### config.mk
export PLATFORM = sky130hd
export DESIGN_NAME = bsi_bank_decoder
export DESIGN_NICKNAME = d
export VERILOG_FILES = /design/src/common/bsi_pkg.sv /design/src/rtl/bsi_bank_decoder.sv /design/src/rtl/bsi_pointer_reg.sv
export SDC_FILE = /design/constraint.sdc
export NUM_CORES = 1
export LEC_CHECK = 0
export BUFFER_PORTS_ARGS = -buffer_cell sky130_fd_sc_hd__buf_4
export CAP_MARGIN = 20
export CELL_PAD_IN_SITES_DETAIL_PLACEMENT = 1
export CELL_PAD_IN_SITES_GLOBAL_PLACEMENT = 2
export CORE_MARGIN = 2
export CORE_UTILIZATION = 22
export DETAILED_ROUTE_END_ITERATION = 12
export PLACE_DENSITY = 0.76
export SLEW_MARGIN = 20
export SYNTH_ARGS = -nofsm -noshare
export SYNTH_HDL_FRONTEND = slang
export SYNTH_SLANG_ARGS = --single-unit
export TNS_END_PERCENT = 1
### constraint.sdc
create_clock -name sys_clk -period 2.2 [get_ports sys_clk]
set_clock_uncertainty 0.2 [all_clocks]
set_input_delay 0.44 -clock sys_clk [delete_from_list [all_inputs] [get_ports sys_clk]]
set_output_delay 0.44 -clock sys_clk [all_outputs]
set_load 0.01 [all_outputs]
### src/common/bsi_pkg.sv
// Package with constants and carrier types for the bank select instruction decoder.
package bsi_pkg;
    localparam int BSI_WORD_W = 12;
    localparam int BSI_DATA_W = 8;
    // Fixed nine-bit prefix of the bank instruction: 0000 0001 1.
    localparam logic [8:0] BSI_BANK_PREFIX = 9'h003;
    localparam int BSI_PREFIX_LSB = 3;
    localparam int BSI_BANK_LSB = 4;
    localparam int BSI_BANK_W = 3;
    localparam int BSI_BLOCK_BIT = 7;
    localparam logic [7:0] BSI_POINTER_OFFSET = 8'h04;
    localparam logic [7:0] BSI_POINTER_RESET = 8'h00;
    // Variant codes: 0 is the smaller device, 1 the larger one.
    localparam int BSI_VARIANT_SMALL = 0;
    localparam int BSI_VARIANT_LARGE = 1;
    localparam logic [7:0] BSI_SMALL_KEEP = 8'h1f;
    localparam logic [7:0] BSI_LARGE_KEEP = 8'h8f;

    typedef enum logic [1:0] {
        BSI_RUN = 2'b01,
        BSI_SKIP = 2'b10
    } bsi_state_t;

    typedef struct packed {
        logic valid;
        logic [BSI_WORD_W-1:0] word;
        logic skip_taken;
    } bsi_issue_t;

    typedef struct packed {
        logic wr;
        logic [BSI_DATA_W-1:0] addr;
        logic [BSI_DATA_W-1:0] data;
    } bsi_file_wr_t;
endpackage : bsi_pkg

### src/rtl/bsi_bank_decoder.sv
// Decoder and executor of the bank select instruction with its skip handling.
//
// How it works
// RULE1 - A word 0000 0001 1nnn copies the three-bit field nnn into pointer bits 6:4; the smaller variant puts nnn bits 2:1 in bits 6:5 and clears bit 7.
// RULE2 - Pointer bits 6:4 leave the block as the bank number, and every value 0 through 7 is accepted.
// RULE3 - Program tools reduce the 8-bit source address to its three high bits, so only nnn reaches here.
// RULE4 - On the smaller variant, pointer bits 4:0 are kept as they were.
// RULE5 - On the larger variant, pointer bit 7 and bits 3:0 are kept as they were.
// RULE6 - On the larger variant bit 7 picks the bank block and software changes it by bit writes to file 04.
// RULE7 - A taken skip in front of a bank word skips the bank word and the following word, three cycles in all.
// RULE8 - A run of bank words after a taken skip is skipped whole plus one more word, one cycle each.
// RULE9 - Programs are advised to use skip plus bank for far conditional jumps, with care over blocks.
// RULE10 - The bank word takes one cycle and changes no status flag.
`timescale 1ns/1ps
module bsi_bank_decoder #(
    parameter int VARIANT = bsi_pkg::BSI_VARIANT_SMALL
) (
    input wire logic sys_clk,
    input wire logic rst_b,
    input wire bsi_pkg::bsi_issue_t issue,
    input wire bsi_pkg::bsi_file_wr_t file_wr,
    output logic [bsi_pkg::BSI_DATA_W-1:0] pointer_value,
    output logic [bsi_pkg::BSI_BANK_W-1:0] bank_number,
    output logic block_select,
    output logic squash,
    output logic bank_exec,
    output logic status_write
);
    import bsi_pkg::*;

    localparam logic [BSI_DATA_W-1:0] KEEP_MASK = (VARIANT == BSI_VARIANT_LARGE) ?
        BSI_LARGE_KEEP :
        BSI_SMALL_KEEP;
    localparam logic [BSI_DATA_W-1:0] BANK_MASK = BSI_DATA_W'(((1 << BSI_BANK_W) - 1) << BSI_BANK_LSB);

    // Variants other than the two known ones, or field constants that do not fit the word, are refused.
    initial begin
        if (VARIANT != BSI_VARIANT_SMALL && VARIANT != BSI_VARIANT_LARGE) begin
            $error("bsi_bank_decoder: VARIANT must be 0 or 1");
        end
        if (BSI_PREFIX_LSB != BSI_BANK_W) begin
            $error("bsi_bank_decoder: the immediate field must sit just below the prefix");
        end
        if (BSI_PREFIX_LSB + $bits(BSI_BANK_PREFIX) != BSI_WORD_W) begin
            $error("bsi_bank_decoder: prefix and immediate must fill the instruction word");
        end
        if (BSI_BANK_LSB + BSI_BANK_W > BSI_DATA_W) begin
            $error("bsi_bank_decoder: the bank field must fit inside the pointer");
        end
        if (BSI_BLOCK_BIT >= BSI_DATA_W) begin
            $error("bsi_bank_decoder: the block bit must fit inside the pointer");
        end
        if (BSI_BLOCK_BIT >= BSI_BANK_LSB && BSI_BLOCK_BIT < BSI_BANK_LSB + BSI_BANK_W) begin
            $error("bsi_bank_decoder: the block bit must lie outside the bank field");
        end
        if ((~BSI_LARGE_KEEP) != BANK_MASK) begin
            $error("bsi_bank_decoder: the large variant must load exactly the bank field");
        end
    end

    // All decoder state except the pointer register in u_pointer lives in one struct that is registered in one place.
    typedef struct packed {
        bsi_state_t fsm;
        logic [BSI_DATA_W-1:0] shadow;
        logic squash;
        logic bank_exec;
        logic block_sel;
        logic status_wr;
    } bsi_dec_state_t;

    bsi_dec_state_t state_reg;
    bsi_dec_state_t state_next;

    logic is_bank;
    logic executes;
    logic ptr_wr;
    logic file_hit;
    logic [BSI_DATA_W-1:0] merged;
    logic [BSI_DATA_W-1:0] ptr_data;
    logic [BSI_DATA_W-1:0] ptr_q;
    logic [BSI_DATA_W-1:0] bank_field;

    // RULE1 opcode match
    assign is_bank = (issue.word[BSI_WORD_W-1:BSI_PREFIX_LSB] == BSI_BANK_PREFIX);
    assign bank_field = BSI_DATA_W'(issue.word[BSI_BANK_W-1:0]) << BSI_BANK_LSB;

    // RULE6 pointer file write
    // Bit set and bit clear on the pointer reach it through this general file write path.
    assign file_hit = file_wr.wr && (file_wr.addr == BSI_POINTER_OFFSET);

    // RULE4 RULE5 per-bit merge
    // Each pointer bit either keeps its old value or takes the bank field, as the variant's keep mask says.
    for (genvar b = 0; b < BSI_DATA_W; b++) begin : g_merge
        if (KEEP_MASK[b]) begin : g_keep
            assign merged[b] = state_reg.shadow[b];
        end else begin : g_load
            assign merged[b] = bank_field[b];
        end
    end

    // Skip timing, one word per cycle, is as follows.
    // In cycle 0 a word whose skip is taken executes and arms the skip state.
    // In cycle 1 the next word is dropped, and squash shows it one cycle later.
    // When that dropped word is a bank word the skip state holds, so the word in cycle 2 is dropped too.
    // A run of bank words keeps the skip state alive, and the first word of another kind ends it.
    // A dropped word never writes the pointer, whatever it encodes.
    // The shadow copy lets the merge see the old pointer in the cycle in which the write is decided.
    always_comb begin
        state_next = state_reg;
        state_next.squash = 1'b0;
        state_next.bank_exec = 1'b0;
        // RULE10 no flag change
        state_next.status_wr = 1'b0;
        executes = 1'b0;
        ptr_wr = 1'b0;
        ptr_data = state_reg.shadow;
        if (issue.valid) begin
            case (state_reg.fsm)
                BSI_RUN: begin
                    // A word issued in the run state executes, and its own taken skip arms the skip state.
                    executes = 1'b1;
                    if (issue.skip_taken) begin
                        state_next.fsm = BSI_SKIP;
                    end else begin
                        state_next.fsm = BSI_RUN;
                    end
                end
                BSI_SKIP: begin
                    // RULE7 skip bank and next
                    state_next.squash = 1'b1;
                    // RULE8 stay in skip over runs
                    // A dropped bank word does not end the skip, so the word after the run is dropped as well.
                    if (!is_bank) begin
                        state_next.fsm = BSI_RUN;
                    end else begin
                        state_next.fsm = BSI_SKIP;
                    end
                end
                default: begin
                    state_next.fsm = BSI_RUN;
                end
            endcase
        end
        // An executed bank word wins over a file write in the same cycle, and that write is lost.
        if (executes && is_bank) begin
            // RULE4 RULE5 keep other bits
            ptr_data = merged;
            ptr_wr = 1'b1;
            // RULE10 single cycle
            state_next.bank_exec = 1'b1;
        end else if (file_hit) begin
            // RULE6 software bit writes
            ptr_data = file_wr.data;
            ptr_wr = 1'b1;
        end
        if (ptr_wr) begin
            state_next.shadow = ptr_data;
        end
        // RULE6 block bit follows pointer
        state_next.block_sel = (VARIANT == BSI_VARIANT_LARGE) ? state_next.shadow[BSI_BLOCK_BIT] : 1'b0;
    end

    // Reset puts the core in the run state with the pointer cleared.
    always_ff @(posedge sys_clk or negedge rst_b) begin
        if (!rst_b) begin
            state_reg.fsm <= BSI_RUN;
            state_reg.shadow <= BSI_POINTER_RESET;
            state_reg.squash <= 1'b0;
            state_reg.bank_exec <= 1'b0;
            state_reg.block_sel <= 1'b0;
            state_reg.status_wr <= 1'b0;
        end else begin
            state_reg <= state_next;
        end
    end

    bsi_pointer_reg #(
        .WIDTH(BSI_DATA_W)
    ) u_pointer (
        .sys_clk(sys_clk),
        .rst_b(rst_b),
        .wr_en(ptr_wr),
        .wr_data(ptr_data),
        .rd_data(ptr_q)
    );

    // Every output below comes straight from a flip-flop.
    assign pointer_value = ptr_q;
    // RULE2 bank number out
    assign bank_number = ptr_q[BSI_BANK_LSB+BSI_BANK_W-1:BSI_BANK_LSB];
    assign block_select = state_reg.block_sel;
    assign squash = state_reg.squash;
    assign bank_exec = state_reg.bank_exec;
    // RULE10 no flag change
    assign status_write = state_reg.status_wr;
endmodule : bsi_bank_decoder

### src/rtl/bsi_pointer_reg.sv
// Holding register for the indirect file pointer with a registered read port.
`timescale 1ns/1ps
module bsi_pointer_reg #(
    parameter int WIDTH = 8
) (
    input wire logic sys_clk,
    input wire logic rst_b,
    input wire logic wr_en,
    input wire logic [WIDTH-1:0] wr_data,
    output logic [WIDTH-1:0] rd_data
);
    import bsi_pkg::*;

    initial begin
        if (WIDTH != BSI_DATA_W) begin
            $error("bsi_pointer_reg: WIDTH must equal the data width");
        end
    end

    typedef struct packed {
        logic [WIDTH-1:0] value;
    } bsi_preg_state_t;

    bsi_preg_state_t state_reg;
    bsi_preg_state_t state_next;

    always_comb begin
        state_next = state_reg;
        if (wr_en) begin
            state_next.value = wr_data;
        end
    end

    always_ff @(posedge sys_clk or negedge rst_b) begin
        if (!rst_b) begin
            state_reg <= '0;
        end else begin
            state_reg <= state_next;
        end
    end

    assign rd_data = state_reg.value;
endmodule : bsi_pointer_reg

==> metrics <==
status completed; PortBufs 44; Setup TNS 0 ns; Mapped Cells 63; total gr overflow 0; share of total power in combinational logic 0.288; maximum vdd ir drop between 0.15 and 0.2 mV; CP Capture Type register; crit-path max FO 4; Max Slew Vio Count 0; initial core utilization 0.233; Hold Path Class in -> reg; commonest non-fill, non-tap cell in the layout buf_4; final design instance area without fill about 1100 um2; mapped cell area approximately 720 um2; Yosys top cell area share 0.384; Root Driver clkbuf_4; largest area contributor in the netlist dfrtp_1; CP max-delay cell dfstp_2; Post-Syn Area per Cell approximately 11 um2; leading post-synthesis cells by cell area dfrtp_1 38%, buf_4 14%, mux2_2 11%; first-pass detailed-route iteration total 2; layout cell share with drive strength beyond 1 0.610; power per cell area a little under 600 nW/um2; core box area slightly above 3000 um2; pre-CTS setup slack between 0.1 and 0.15 ns; Final Cycle Share 0.822; Vias per Instance about 4.0; Post-Route WL 1640 um; Post-Place Cells 139; vias in the first global route 564; Placement Cell Area around 1000 um2; Clock Pin Slew Worst Setup and Hold Paths 0.08 ns; global-route wire length before repair roughly 2400 um; most frequent cells in the layout 44 x buf_4, 11 x dfrtp_1, 7 x mux2_2, 5 x nor2_1, 4 x nand2_1; row count 20; Max-Cap Viols 0; max reg flops 8; clk_lat worst skew 0.27 ns; Max clock buf depth 2; Routability Congestion 0.651; Leak approximately 0.57 nW; initial antenna violation count 0; clock buffer count from CTS 3; die area between 3000 and 4000 um2; # IOs 48; final hold vios 0; DRC 0; die height 61.1 um; TritonCTS clock tree built; max incr delay on CP between 0.5 and 0.6 ns; Setup-failing EPs final 0; post-synthesis sequential area ratio 0.421; Global Route Usage Sum 0.0875; Setup CP Type reg -> reg; Clock power frac 0.281; Clock Sinks 12; Worst EP arrival approximately 1.8 ns; Worst Path Required ~2.2 ns; Routed Antenna Nets 0; Final Power a little over 600 uW; synth unique cells 23; Wirelength per Cell ~11 um; flop and latch count out of synthesis 12; initial DRC count 6; Hold Slack between 0.15 and 0.2 ns; Peak Freq approximately 550 MHz; Setup WS post-layout between 0.3 and 0.4 ns; Pint between 400 and 500 uW; Period minus WS final 1.81 ns; Reg power frac 0.431; H-tree depth 1; Layout Utilization 0.343; Finished Layout Cells roughly 140; total number of vias around 570; YS warnings 0; Die Span X just over 60 um; sw power approximately 180 uW; worst path cell trace ha_1, nand2_1, nor2_1, mux2_2; ANT cells 0; # nets final between 100 and 150; Area Overhead vs Synth 47.1%; Worst setup SP type register; Switching Fraction 0.281; HPWL Detailed 1330 um; largest net degree at the start of global routing 13; RSZ-0062 raised after global routing false
## repair_timing
item | in CTS | in global routing
hold buffers | 1 | 0
endpoints found under the setup margin | 0 | 0
resized for setup | 0 | 0
endpoints found under the hold margin | 11 | 0
setup buffers | 0 | 0
## cell type report
type / count / area [um2]
fillers: 365 / 2020
repair buffers: 45 / 340
multi-input cells: 36 / 310
flip-flops and latches: 12 / 302
well taps: 44 / 55.1
clock buffers: 4 / 36.3
inverters: 3 / 11.3
## Yosys cell counts, drive strengths merged
| library cell | count |
|---|---|
| nand2 | 4 |
| a32oi | 2 |
| mux2 | 9 |
| nand2b | 1 |
| dfrtp | 11 |
| and2 | 1 |
| nor4b | 1 |
| nand4 | 2 |
| buf | 13 |
| ha | 2 |
| nor4 | 1 |
| nor3 | 1 |
| mux2i | 1 |
| o21ai | 1 |
| nor2b | 1 |
| o21ba | 1 |
| dfstp | 1 |
| inv | 3 |
| nor2 | 5 |
| conb | 1 |
| nand4b | 1 |
## power by group through the flow
stage                     combinational, mW  clock (mW)  sequential (mW)
after floorplan                       0.108           0            0.271
after global placement                0.176           0            0.273
after detailed placement              0.180           0            0.274
after CTS                             0.183       0.183            0.270
after global routing                  0.201       0.196            0.272
final                                 0.180       0.175            0.269
## worst max-delay path, delay by kind of cell (launching register included)
family                   cells  cell delay, ns
adder cells (fa/ha/maj)      1            0.23
AND/OR/NAND/NOR              2            0.36
flip-flops                   1            0.54
multiplexers                 1            0.37
## cells by family (layout without fill, tap and decap cells)
logic type	after synthesis	after routing	share of synthesized area
compound gates	4	4	0.0541
fa+ha+maj	2	2	0.0349
buf+inv	16	52	0.152
flops	12	12	0.421
mux	10	10	0.155
other cells	1	2	0.00523
simple gates	18	18	0.178
## metal layers
layer  vias up  GRT usage  wire length (um)
met5         -          0                 0
met4         0     0.0373                 0
met3         0     0.0252               179
met2        33      0.147               800
met1       264      0.104               657
li1        275          -                 -
## path summary, 6_finish.rpt
path	start	to	slack, ns	cells past startpoint
max	state_reg[12]	u_pointer.rd_data[5]	0.39	4
min	file_wr[1]	u_pointer.rd_data[1]	0.20	2
max reg2reg	state_reg[12]	u_pointer.rd_data[5]	0.39	4
min reg2reg	state_reg[12]	state_reg[12]	0.30	2
max in group asynchronous	rst_b	state_reg[12]	1.22	2
min in group asynchronous	rst_b	u_pointer.rd_data[0]	0.36	2
Power figures use the tool's default switching activity.
